File: config.mk
export PLATFORM = sky130hd
export DESIGN_NAME = touch_gesture_recognizer
export DESIGN_NICKNAME = d
export VERILOG_FILES = /design/src/core/gesture_pkg.sv /design/src/core/touch_gesture_recognizer.sv /design/src/core/gesture_engine.sv
export SDC_FILE = /design/constraint.sdc
export NUM_CORES = 1
export LEC_CHECK = 0
export ABC_AREA = 1
export BUFFER_PORTS_ARGS = -buffer_cell sky130_fd_sc_hd__clkbuf_2
export CELL_PAD_IN_SITES_DETAIL_PLACEMENT = 0
export CELL_PAD_IN_SITES_GLOBAL_PLACEMENT = 1
export CORE_ASPECT_RATIO = 0.7
export CORE_UTILIZATION = 34
export CTS_CLUSTER_DIAMETER = 120
export CTS_CLUSTER_SIZE = 8
export DETAILED_ROUTE_END_ITERATION = 10
export PLACE_DENSITY = 0.73
export SKIP_CTS_REPAIR_TIMING = 1
export SLEW_MARGIN = 20
export SYNTH_ARGS = -nofsm -noshare
export SYNTH_HDL_FRONTEND = slang
export SYNTH_SLANG_ARGS = --single-unit
export TNS_END_PERCENT = 50
File: constraint.sdc
create_clock -name clk_i -period 7.39 [get_ports clk_i]
set_input_delay 1.478 -clock clk_i [delete_from_list [all_inputs] [get_ports clk_i]]
set_output_delay 1.478 -clock clk_i [all_outputs]
set_load 0.05 [all_outputs]
File: src/core/gesture_pkg.sv
// Package: constants, types and register map of the touch gesture recognizer
package gesture_pkg;

  // Sample period and system clock
  localparam int unsigned SAMPLE_PERIOD_MS = 20;
  localparam int unsigned CLK_HZ = 10_000_000;
  localparam int unsigned SAMPLE_RATE_HZ = 1000 / SAMPLE_PERIOD_MS;
  localparam int unsigned SAMPLE_TICK_CYCLES = (CLK_HZ / 1000) * SAMPLE_PERIOD_MS;

  // Widths
  localparam int unsigned CNT_W = 8;
  localparam int unsigned POS_W = 12;

  // Register offsets (byte addresses)
  localparam logic [7:0] ADDR_MIN_TOUCH = 8'h00;
  localparam logic [7:0] ADDR_MAX_TOUCH = 8'h04;
  localparam logic [7:0] ADDR_TAP_WINDOW = 8'h08;
  localparam logic [7:0] ADDR_MIN_HOLD = 8'h0C;
  localparam logic [7:0] ADDR_MAX_SWIPE = 8'h10;
  localparam logic [7:0] ADDR_MOTION_START = 8'h14;
  localparam logic [7:0] ADDR_SWIPE_TRAVEL = 8'h18;
  localparam logic [7:0] ADDR_SLIDE_STEP = 8'h1C;
  localparam logic [7:0] ADDR_CTRL = 8'h20;
  localparam logic [7:0] ADDR_STATUS = 8'h24;
  localparam logic [7:0] ADDR_MASK = 8'h28;
  localparam logic [7:0] ADDR_STATE = 8'h2C;
  localparam logic [7:0] ADDR_SAMPLE_DIV = 8'h30;

  // Control register fields
  localparam int unsigned CTRL_ENABLE_BIT = 0;
  localparam int unsigned CTRL_DOUBLE_TAP_BIT = 1;
  localparam int unsigned CTRL_POSITIONAL_BIT = 2;

  // Status / mask bit positions
  localparam int unsigned EV_TAP = 0;
  localparam int unsigned EV_DOUBLE_TAP = 1;
  localparam int unsigned EV_HOLD = 2;
  localparam int unsigned EV_SWIPE_UP = 3;
  localparam int unsigned EV_SWIPE_DOWN = 4;
  localparam int unsigned EV_SLIDE_UP = 5;
  localparam int unsigned EV_SLIDE_DOWN = 6;
  localparam int unsigned EV_W = 7;

  // Reset values of the thresholds
  localparam logic [7:0] RST_MIN_TOUCH = 8'h01;
  localparam logic [7:0] RST_MAX_TOUCH = 8'h0F;
  localparam logic [7:0] RST_TAP_WINDOW = 8'h0A;
  localparam logic [7:0] RST_MIN_HOLD = 8'h32;
  localparam logic [7:0] RST_MAX_SWIPE = 8'h0F;
  localparam logic [11:0] RST_MOTION_START = 12'h005;
  localparam logic [11:0] RST_SWIPE_TRAVEL = 12'h032;
  localparam logic [11:0] RST_SLIDE_STEP = 12'h00A;
  localparam logic [2:0] RST_CTRL = 3'h7;

  // Recognizer state
  typedef enum logic [2:0] {
    ST_IDLE,
    ST_TOUCH,
    ST_MOTION,
    ST_SLIDING,
    ST_WAIT_SECOND,
    ST_SECOND_TOUCH,
    ST_WAIT_RELEASE
  } gest_state_t;

  // Thresholds carried to the recognizer
  typedef struct packed {
    logic [7:0] min_touch_samples;
    logic [7:0] max_touch_samples;
    logic [7:0] second_tap_window_samples;
    logic [7:0] min_hold_samples;
    logic [7:0] max_swipe_samples;
    logic [11:0] motion_start_distance;
    logic [11:0] min_swipe_travel;
    logic [11:0] slide_step_distance;
    logic double_tap_en;
    logic positional;
  } gest_cfg_t;

  // One sensor measurement sample
  typedef struct packed {
    logic touched;
    logic [11:0] position;
  } gest_sample_t;

endpackage

File: src/core/touch_gesture_recognizer.sv
// Top level: register slave, sample tick and gesture interrupt
//
// Chosen here: the plain strobed port and the address map.
`timescale 1ns/1ps
module touch_gesture_recognizer #(
  parameter int unsigned TICK_CYCLES = gesture_pkg::SAMPLE_TICK_CYCLES
) (
  input wire logic clk_i,
  input wire logic reset_i,
  input wire logic [7:0] addr_i,
  input wire logic [31:0] wdata_i,
  input wire logic wr_i,
  input wire logic rd_i,
  output logic [31:0] rdata_o,
  input wire logic touched_i,
  input wire logic [gesture_pkg::POS_W-1:0] position_i,
  output logic sample_tick_o,
  output logic [gesture_pkg::EV_W-1:0] gesture_o,
  output logic irq_o
);

  ////////////////////////////////////////////////////////////////////////////
  // Configuration registers
  gesture_pkg::gest_cfg_t cfg_reg;
  logic enable_reg;                            // Recognizer enable
  logic [gesture_pkg::EV_W-1:0] status_reg;    // Sticky gesture flags
  logic [gesture_pkg::EV_W-1:0] mask_reg;      // Interrupt mask
  logic [31:0] tick_div_reg;                   // Sample period in clocks
  logic [31:0] tick_cnt_reg;                   // Sample period counter
  logic tick_reg;                              // One-cycle sample tick
  logic [31:0] rdata_reg;

  wire logic [gesture_pkg::EV_W-1:0] events;
  gesture_pkg::gest_state_t state;
  gesture_pkg::gest_sample_t sample;

  assign sample.touched = touched_i;
  assign sample.position = position_i;

  ////////////////////////////////////////////////////////////////////////////
  // Address decode
  wire logic sel_min_touch = addr_i == gesture_pkg::ADDR_MIN_TOUCH;
  wire logic sel_max_touch = addr_i == gesture_pkg::ADDR_MAX_TOUCH;
  wire logic sel_window = addr_i == gesture_pkg::ADDR_TAP_WINDOW;
  wire logic sel_min_hold = addr_i == gesture_pkg::ADDR_MIN_HOLD;
  wire logic sel_max_swipe = addr_i == gesture_pkg::ADDR_MAX_SWIPE;
  wire logic sel_motion = addr_i == gesture_pkg::ADDR_MOTION_START;
  wire logic sel_swipe = addr_i == gesture_pkg::ADDR_SWIPE_TRAVEL;
  wire logic sel_slide = addr_i == gesture_pkg::ADDR_SLIDE_STEP;
  wire logic sel_ctrl = addr_i == gesture_pkg::ADDR_CTRL;
  wire logic sel_status = addr_i == gesture_pkg::ADDR_STATUS;
  wire logic sel_mask = addr_i == gesture_pkg::ADDR_MASK;
  wire logic sel_state = addr_i == gesture_pkg::ADDR_STATE;
  wire logic sel_div = addr_i == gesture_pkg::ADDR_SAMPLE_DIV;

  // Read multiplexer; unmapped addresses read zero
  logic [31:0] rd_mux;
  assign rd_mux =
    sel_min_touch ? {24'h00_0000, cfg_reg.min_touch_samples} :
    sel_max_touch ? {24'h00_0000, cfg_reg.max_touch_samples} :
    sel_window ? {24'h00_0000, cfg_reg.second_tap_window_samples} :
    sel_min_hold ? {24'h00_0000, cfg_reg.min_hold_samples} :
    sel_max_swipe ? {24'h00_0000, cfg_reg.max_swipe_samples} :
    sel_motion ? {20'h0_0000, cfg_reg.motion_start_distance} :
    sel_swipe ? {20'h0_0000, cfg_reg.min_swipe_travel} :
    sel_slide ? {20'h0_0000, cfg_reg.slide_step_distance} :
    sel_ctrl ? {29'h0000_0000, cfg_reg.positional, cfg_reg.double_tap_en, enable_reg} :
    sel_status ? {25'h000_0000, status_reg} :
    sel_mask ? {25'h000_0000, mask_reg} :
    sel_state ? {29'h0000_0000, state} :
    sel_div ? tick_div_reg :
    32'h0000_0000;

  ////////////////////////////////////////////////////////////////////////////
  // Register writes
  always_ff @(posedge clk_i) begin
    if (reset_i) begin
      cfg_reg.min_touch_samples <= gesture_pkg::RST_MIN_TOUCH;
      cfg_reg.max_touch_samples <= gesture_pkg::RST_MAX_TOUCH;
      cfg_reg.second_tap_window_samples <= gesture_pkg::RST_TAP_WINDOW;
      cfg_reg.min_hold_samples <= gesture_pkg::RST_MIN_HOLD;
      cfg_reg.max_swipe_samples <= gesture_pkg::RST_MAX_SWIPE;
      cfg_reg.motion_start_distance <= gesture_pkg::RST_MOTION_START;
      cfg_reg.min_swipe_travel <= gesture_pkg::RST_SWIPE_TRAVEL;
      cfg_reg.slide_step_distance <= gesture_pkg::RST_SLIDE_STEP;
      enable_reg <= gesture_pkg::RST_CTRL[gesture_pkg::CTRL_ENABLE_BIT];
      cfg_reg.double_tap_en <= gesture_pkg::RST_CTRL[gesture_pkg::CTRL_DOUBLE_TAP_BIT];
      cfg_reg.positional <= gesture_pkg::RST_CTRL[gesture_pkg::CTRL_POSITIONAL_BIT];
      mask_reg <= '0;
      tick_div_reg <= TICK_CYCLES;
    end else if (wr_i) begin
      if (sel_min_touch) begin
        cfg_reg.min_touch_samples <= wdata_i[7:0];
      end else if (sel_max_touch) begin
        cfg_reg.max_touch_samples <= wdata_i[7:0];
      end else if (sel_window) begin
        cfg_reg.second_tap_window_samples <= wdata_i[7:0];
      end else if (sel_min_hold) begin
        cfg_reg.min_hold_samples <= wdata_i[7:0];
      end else if (sel_max_swipe) begin
        cfg_reg.max_swipe_samples <= wdata_i[7:0];
      end else if (sel_motion) begin
        cfg_reg.motion_start_distance <= wdata_i[11:0];
      end else if (sel_swipe) begin
        cfg_reg.min_swipe_travel <= wdata_i[11:0];
      end else if (sel_slide) begin
        cfg_reg.slide_step_distance <= wdata_i[11:0];
      end else if (sel_ctrl) begin
        enable_reg <= wdata_i[gesture_pkg::CTRL_ENABLE_BIT];
        cfg_reg.double_tap_en <= wdata_i[gesture_pkg::CTRL_DOUBLE_TAP_BIT];
        cfg_reg.positional <= wdata_i[gesture_pkg::CTRL_POSITIONAL_BIT];
      end else if (sel_mask) begin
        mask_reg <= wdata_i[gesture_pkg::EV_W-1:0];
      end else if (sel_div) begin
        // Zero is stored as one; both give a tick every clock
        tick_div_reg <= (wdata_i == 32'h0000_0000) ? 32'h0000_0001 : wdata_i;
      end
    end
  end

  ////////////////////////////////////////////////////////////////////////////
  // Sticky status: new events win over a write-one clear
  wire logic [gesture_pkg::EV_W-1:0] clr_bits = (wr_i && sel_status) ? wdata_i[gesture_pkg::EV_W-1:0] : '0;
  always_ff @(posedge clk_i) begin
    if (reset_i) begin
      status_reg <= '0;
    end else begin
      status_reg <= (status_reg & ~clr_bits) | events;
    end
  end

  ////////////////////////////////////////////////////////////////////////////
  // Sample tick divider, 20 ms by default
  always_ff @(posedge clk_i) begin
    if (reset_i) begin
      tick_cnt_reg <= '0;
      tick_reg <= 1'b0;
    end else if (tick_cnt_reg + 32'h0000_0001 >= tick_div_reg) begin
      tick_cnt_reg <= '0;
      tick_reg <= enable_reg;
    end else begin
      tick_cnt_reg <= tick_cnt_reg + 32'h0000_0001;
      tick_reg <= 1'b0;
    end
  end

  ////////////////////////////////////////////////////////////////////////////
  // Read data register, valid the cycle after the strobe
  always_ff @(posedge clk_i) begin
    if (reset_i) begin
      rdata_reg <= '0;
    end else if (rd_i) begin
      rdata_reg <= rd_mux;
    end else begin
      rdata_reg <= '0;
    end
  end

  ////////////////////////////////////////////////////////////////////////////
  // Gesture engine
  gesture_engine u_engine (
    .clk_i(clk_i),
    .reset_i(reset_i),
    .tick_i(tick_reg),
    .sample_i(sample),
    .cfg_i(cfg_reg),
    .events_o(events),
    .state_o(state)
  );

  assign rdata_o = rdata_reg;
  assign sample_tick_o = tick_reg;
  assign gesture_o = events;
  assign irq_o = |(status_reg & mask_reg);

endmodule

File: src/core/gesture_engine.sv
// Per-sample gesture classification state machine
`timescale 1ns/1ps
module gesture_engine (
  input wire logic clk_i,
  input wire logic reset_i,
  input wire logic tick_i,
  input wire gesture_pkg::gest_sample_t sample_i,
  input wire gesture_pkg::gest_cfg_t cfg_i,
  output logic [gesture_pkg::EV_W-1:0] events_o,
  output gesture_pkg::gest_state_t state_o
);

  ////////////////////////////////////////////////////////////////////////////
  // State
  gesture_pkg::gest_state_t state_reg, state_next;
  logic [7:0] touch_cnt_reg, touch_cnt_next;   // Samples touched
  logic [7:0] gap_cnt_reg, gap_cnt_next;       // Samples since first tap
  logic [11:0] start_pos_reg, start_pos_next;  // Position at touch-down
  logic [11:0] anchor_reg, anchor_next;        // Position of last slide report
  logic [11:0] last_reg, last_next;  // Last touched position
  logic [gesture_pkg::EV_W-1:0] ev_reg, ev_next;

  // Distance arithmetic
  wire logic [11:0] pos = sample_i.position;
  wire logic up_travel = pos >= start_pos_reg;
  wire logic [11:0] travel = up_travel ? pos - start_pos_reg : start_pos_reg - pos;
  wire logic up_step = pos >= anchor_reg;
  wire logic [11:0] step = up_step ? pos - anchor_reg : anchor_reg - pos;
  // Swipe ends at last touched sample
  wire logic up_swipe = last_reg >= start_pos_reg;
  wire logic [11:0] swipe_len = up_swipe ? last_reg - start_pos_reg : start_pos_reg - last_reg;
  wire logic [7:0] cnt_inc = touch_cnt_reg + 8'h01;
  wire logic min_met = cnt_inc >= cfg_i.min_touch_samples;
  wire logic tap_ok = touch_cnt_reg >= cfg_i.min_touch_samples &&
                      touch_cnt_reg <= cfg_i.max_touch_samples;
  wire logic hold_ok = touch_cnt_reg >= cfg_i.min_touch_samples &&
                       touch_cnt_reg >= cfg_i.min_hold_samples;

  ////////////////////////////////////////////////////////////////////////////
  // Next-state logic, evaluated once per sample tick
  always_comb begin
    state_next = state_reg;
    touch_cnt_next = touch_cnt_reg;
    gap_cnt_next = gap_cnt_reg;
    start_pos_next = start_pos_reg;
    anchor_next = anchor_reg;
    last_next = (tick_i && sample_i.touched) ? pos : last_reg;
    ev_next = '0;
    if (tick_i) begin
      case (state_reg)
        gesture_pkg::ST_IDLE: begin
          if (sample_i.touched) begin
            state_next = gesture_pkg::ST_TOUCH;
            touch_cnt_next = 8'h01;
            start_pos_next = pos;
            anchor_next = pos;
          end
        end
        gesture_pkg::ST_TOUCH: begin
          if (sample_i.touched) begin
            // Count saturates to keep long holds valid
            if (touch_cnt_reg != 8'hFF) begin
              touch_cnt_next = cnt_inc;
            end
            if (cfg_i.positional && travel >= cfg_i.motion_start_distance) begin
              state_next = gesture_pkg::ST_MOTION;
            end
          end else begin
            // Release: touch count cleared for next touch
            state_next = gesture_pkg::ST_IDLE;
            touch_cnt_next = '0;
            if (hold_ok && touch_cnt_reg > cfg_i.max_touch_samples) begin
              ev_next[gesture_pkg::EV_HOLD] = 1'b1;
            end else if (tap_ok && cfg_i.double_tap_en) begin
              state_next = gesture_pkg::ST_WAIT_SECOND;
              gap_cnt_next = '0;
            end else if (tap_ok) begin
              ev_next[gesture_pkg::EV_TAP] = 1'b1;
            end
          end
        end
        gesture_pkg::ST_MOTION, gesture_pkg::ST_SLIDING: begin
          if (sample_i.touched) begin
            if (touch_cnt_reg != 8'hFF) begin
              touch_cnt_next = cnt_inc;
            end
            // Slide reports need no release
            if (min_met && step >= cfg_i.slide_step_distance) begin
              ev_next[up_step ? gesture_pkg::EV_SLIDE_UP : gesture_pkg::EV_SLIDE_DOWN] = 1'b1;
              anchor_next = pos;
              state_next = gesture_pkg::ST_SLIDING;
            end
          end else begin
            state_next = gesture_pkg::ST_IDLE;
            touch_cnt_next = '0;
            if (state_reg == gesture_pkg::ST_MOTION && swipe_len >= cfg_i.min_swipe_travel &&
                touch_cnt_reg >= cfg_i.min_touch_samples &&
                touch_cnt_reg <= cfg_i.max_swipe_samples) begin
              ev_next[up_swipe ? gesture_pkg::EV_SWIPE_UP : gesture_pkg::EV_SWIPE_DOWN] = 1'b1;
            end
          end
        end
        gesture_pkg::ST_WAIT_SECOND: begin
          gap_cnt_next = gap_cnt_reg + 8'h01;
          if (sample_i.touched) begin
            state_next = gesture_pkg::ST_SECOND_TOUCH;
            touch_cnt_next = 8'h01;
          end else if (gap_cnt_next >= cfg_i.second_tap_window_samples) begin
            // Window expired: the single tap is reported late
            ev_next[gesture_pkg::EV_TAP] = 1'b1;
            state_next = gesture_pkg::ST_IDLE;
          end
        end
        gesture_pkg::ST_SECOND_TOUCH: begin
          if (sample_i.touched) begin
            if (touch_cnt_reg != 8'hFF) begin
              touch_cnt_next = cnt_inc;
            end
          end else begin
            state_next = gesture_pkg::ST_IDLE;
            touch_cnt_next = '0;
            if (tap_ok) begin
              ev_next[gesture_pkg::EV_DOUBLE_TAP] = 1'b1;
            end else begin
              ev_next[gesture_pkg::EV_TAP] = 1'b1;
            end
          end
        end
        default: begin
          state_next = gesture_pkg::ST_IDLE;
        end
      endcase
    end
  end

  ////////////////////////////////////////////////////////////////////////////
  // Registers
  always_ff @(posedge clk_i) begin
    if (reset_i) begin
      state_reg <= gesture_pkg::ST_IDLE;
      touch_cnt_reg <= '0;
      gap_cnt_reg <= '0;
      start_pos_reg <= '0;
      anchor_reg <= '0;
      last_reg <= '0;
      ev_reg <= '0;
    end else begin
      state_reg <= state_next;
      touch_cnt_reg <= touch_cnt_next;
      gap_cnt_reg <= gap_cnt_next;
      start_pos_reg <= start_pos_next;
      anchor_reg <= anchor_next;
      last_reg <= last_next;
      ev_reg <= ev_next;
    end
  end

  assign events_o = ev_reg;
  assign state_o = state_reg;

endmodule

==> flow_metrics.py <==
metrics = {
    "critical_path": {
        "arrival_ps": 5700,
        "path_max_fanout": 24,
        "cp-start-kind": "primary input",
        "cp_common_cell": "nand2_1",
        "critPathKind": "primary input to flop",
        "path_buf_inv": 5,
        "crit_slowest_cell": "nor2_2",
        "max_stage_delay_ps": 520,
        "crit_path_end_kind": "flop",
        "crit_family": "simple AND/OR/NAND/NOR gates",
        "required_ps": 7780,
    },
    "power_and_ir_drop": {
        "p_per_area_mw_per_mm2": 169.6,
        "leakagePower_nw": 9.023,
        "peakVddDrop_mv": 0.1257,
        "total_power_w": 0.003224,
    },
    "timing": {
        "clock_skew_ps": 25.37,
        "layout_min_cycle_time_ps": 5314,
        "final.setup.tns_ps": 0,
        "fin_crit_sh": 0.7191,
        "slew_headroom": 0.3648,
        "slew_violations": 0,
        "tightest_slew_ps": 952.8,
        "whs_ps": 462.1,
        "setup_ws_ps": 2076,
        "fmax_mhz": 188.2,
        "rsz0062_at_grt": "false",
        "hold_violations": 0,
        "setup_viol_count_final": 0,
    },
    "synth": {
        "ys_seq_area_frac": 0.2977,
        "async_flop_share": 0,
        "synth_xor_area_frac": 0.04290,
        "synth_fa_ha_area_frac": 0.1459,
        "yosys_warnings": 0,
        "synth_fp_nets": 2674,
        "ys_ff_latch": 252,
        "synth_compound_area_frac": 0.1794,
        "synth_edf_count": 0,
        "ys.flop_type": "dfxtp_1",
        "syn_area_mm2": 0.01694,
        "syn-instance-count": 2423,
        "synth_top_family_by_area": "simple AND/OR/NAND/NOR gates",
        "ys_types": 54,
        "synthMuxAreaShare": 0,
        "synth-simple-area-share": 0.2263,
        "avgSynthCellArea_um2": 6.993,
    },
    "worst_hold_path": {
        "holdCritPathClass": "flop to flop",
    },
    "drt": {
        "wl_per_cell_um": 18.20,
        "drt_iter0_markers": 1396,
        "via_per_inst": 5.126,
        "dr.pass1.iters": 8,
        "route.detailed.drc": 1,
        "met2_length_mm": 22.35,
        "wl_met3_mm": 4.423,
        "routed_wl_mm": 57.65,
        "wl_met1_mm": 29.73,
        "vias": 16240,
        "top_layer_used": "met4",
        "antenna_left": 0,
    },
    "clock_network": {
        "root_buffer": "clkbuf_16",
        "cts_sinks": 252,
        "clockBufferDepth": 3,
        "cts_buffers": 38,
        "cts_tree": "done",
        "clk_latency_ps": 540,
        "clkSlewWorstSetupHoldPaths_ps": 50,
        "h-tree-depth": 2,
    },
    "final_layout": {
        "final_nets": 2751,
        "drive_above_1_share": 0.08789,
        "finalInstanceArea_mm2": 0.01901,
        "fillers": 5180,
        "syn2layout_area_growth_pct": 12.18,
        "num_antenna_cells": 0,
        "largest_reg_flops": 78,
    },
    "placement": {
        "portBuffers": 97,
        "place_area_mm2": 0.01798,
        "dpl.hpwl_mm": 45.97,
        "gp_congestion": 0.9267,
        "preCtsSetupSlack_ps": 1578,
    },
    "die": {
        "rows": 68,
        "coreArea_mm2": 0.04926,
        "die_w_um": 268.8,
        "die-height_um": 188.8,
        "start_util": 0.3440,
        "ios": 98,
        "dieArea_mm2": 0.05075,
    },
    "grt": {
        "antenna_found_initial": 3,
        "grt_pass1_wl_mm": 88.20,
        "grt_pass1_vias": 15220,
        "grtUsageTotal": 0.2262,
        "overflow": 0,
        "grt_max_degree": 98,
    },
    "outcome": {
        "status": "finished with violations",
        "violations": "DRC",
    },
    "job": {
        "cap_viol_max_count": 0,
    },
}
-- power breakdown --
| part | internal [W] | total [W] | switching [W] |
|---|---|---|---|
| combinational | 0.0000859 | 0.000283 | 0.000197 |
| clock | 0.000932 | 0.00158 | 0.000643 |
| sequential | 0.00136 | 0.00137 | 0.00000200 |
| total | 0.00238 | 0.00322 | 0.000842 |
-- worst reg2reg max path: stages, from the launching register on --
cell and delay (ps):
dfxtp_1 330, ha_1 160, inv_1 80, fa_1 380
nand2_1 80, nand2_1 100, nand3_1 100, nand2_1 70
nor2_2 520, inv_2 220, nand2_1 110, nand2_1 70
xor2_1 150, inv_1 60, ha_1 270, nand2_1 70
nor2_1 200, and2_1 160, nand2_1 50, nand4_1 150
nand2_1 70, nand2_1 80, nand2_1 410, o21ai_0 330
a21oi_1 60
-- per-stage QoR --
step,utilization,std cells
6_report,0.3859,3168
5_1_grt,0.3859,3168
4_1_cts,0.3859,3168
3_5_place_dp,0.3650,3125
3_3_place_gp,0.3650,3125
2_1_floorplan,-,2423
-- synth_stat cells (5+ instances only) --
cell type,number,area share
a211oi_1,7,0.0031
a211oi_2,10,0.0074
a21o_1,6,0.0027
a21oi_1,253,0.075
a221oi_1,18,0.0093
buf_2,20,0.0059
clkbuf_1,34,0.0075
dfxtp_1,252,0.30
fa_1,6,0.0071
ha_1,188,0.14
inv_1,380,0.084
inv_2,24,0.0053
nand2_1,476,0.11
nand3_1,85,0.025
nand3b_1,5,0.0022
nand4_1,33,0.012
nor2_1,213,0.047
nor2_2,10,0.0037
nor2_4,7,0.0047
nor3_1,20,0.0059
nor4_1,13,0.0048
o211ai_1,31,0.014
o21ai_0,141,0.042
o21ai_1,39,0.012
o21bai_1,8,0.0035
o22ai_1,5,0.0018
or2_2,5,0.0018
xnor2_1,10,0.0052
xor2_1,73,0.038
-- layout make-up --
class	count	area [um^2]	share of cell area
clock inverter	4	50.05	0.002633
tap	665	832.0	0.04377
clock buffer	39	975.9	0.05134
sequential	252	5045	0.2654
multi-input combinational	1703	10070	0.5299
inverter	404	1518	0.07985
timing repair buffer	101	515.5	0.02712
-- metal layers --
| layer | GRT usage | vias to the layer above |
|---|---|---|
| li1 | - | 8073 |
| met1 | 0.3497 | 7557 |
| met2 | 0.3141 | 542 |
| met3 | 0.04378 | 67 |
| met4 | 0.05354 | 0 |
| met5 | 0 | - |
-- path summary, 6_finish.rpt --
check / slack (ps) / startpoint / depth (start not counted) / endpoint
worst max register to register: 2970 / u_engine.anchor_reg[0]$_SDFFE_PP0P_ / 24 / u_engine.anchor_reg[6]$_SDFFE_PP0P_
worst max-delay path: 2080 / position_i[0] / 26 / u_engine.anchor_reg[6]$_SDFFE_PP0P_
worst min register to register: 460 / tick_div_reg[4]$_SDFFE_PP0P_ / 2 / tick_div_reg[4]$_SDFFE_PP0P_
worst min-delay path: 460 / tick_div_reg[4]$_SDFFE_PP0P_ / 2 / tick_div_reg[4]$_SDFFE_PP0P_
-- placed cells by master (no fill, tap or decap), types with 5 or more instances in the layout --
cell type | Yosys | layout
ha_1 | 188 | 188
nand3b_1 | 5 | 5
nand2_1 | 476 | 476
o21ai_1 | 39 | 39
a221oi_1 | 18 | 18
clkbuf_2 | 3 | 97
clkbuf_16 | 0 | 39
o22ai_1 | 5 | 5
or2_2 | 5 | 5
xnor2_1 | 10 | 10
a211oi_1 | 7 | 7
a21oi_1 | 253 | 253
o211ai_1 | 31 | 31
fa_1 | 6 | 6
nor2_1 | 213 | 213
nor4_1 | 13 | 13
nand4_1 | 33 | 33
o21bai_1 | 8 | 8
nor2_4 | 7 | 7
inv_1 | 380 | 379
o21ai_0 | 141 | 141
a211oi_2 | 10 | 10
nor2_2 | 10 | 10
a21o_1 | 6 | 6
inv_2 | 24 | 24
dfxtp_1 | 252 | 252
xor2_1 | 73 | 73
nor3_1 | 20 | 20
nand3_1 | 85 | 85
-- kinds of logic after synthesis --
logic type                 after synthesis
xor gates and xnor gates                83
buffers and inverters                  468
adders and majority gates              194
and+or+nand+nor                        889
DFF                                    252
AOI/OAI and AO/OA                      537
(Power assumes the default switching activity.)
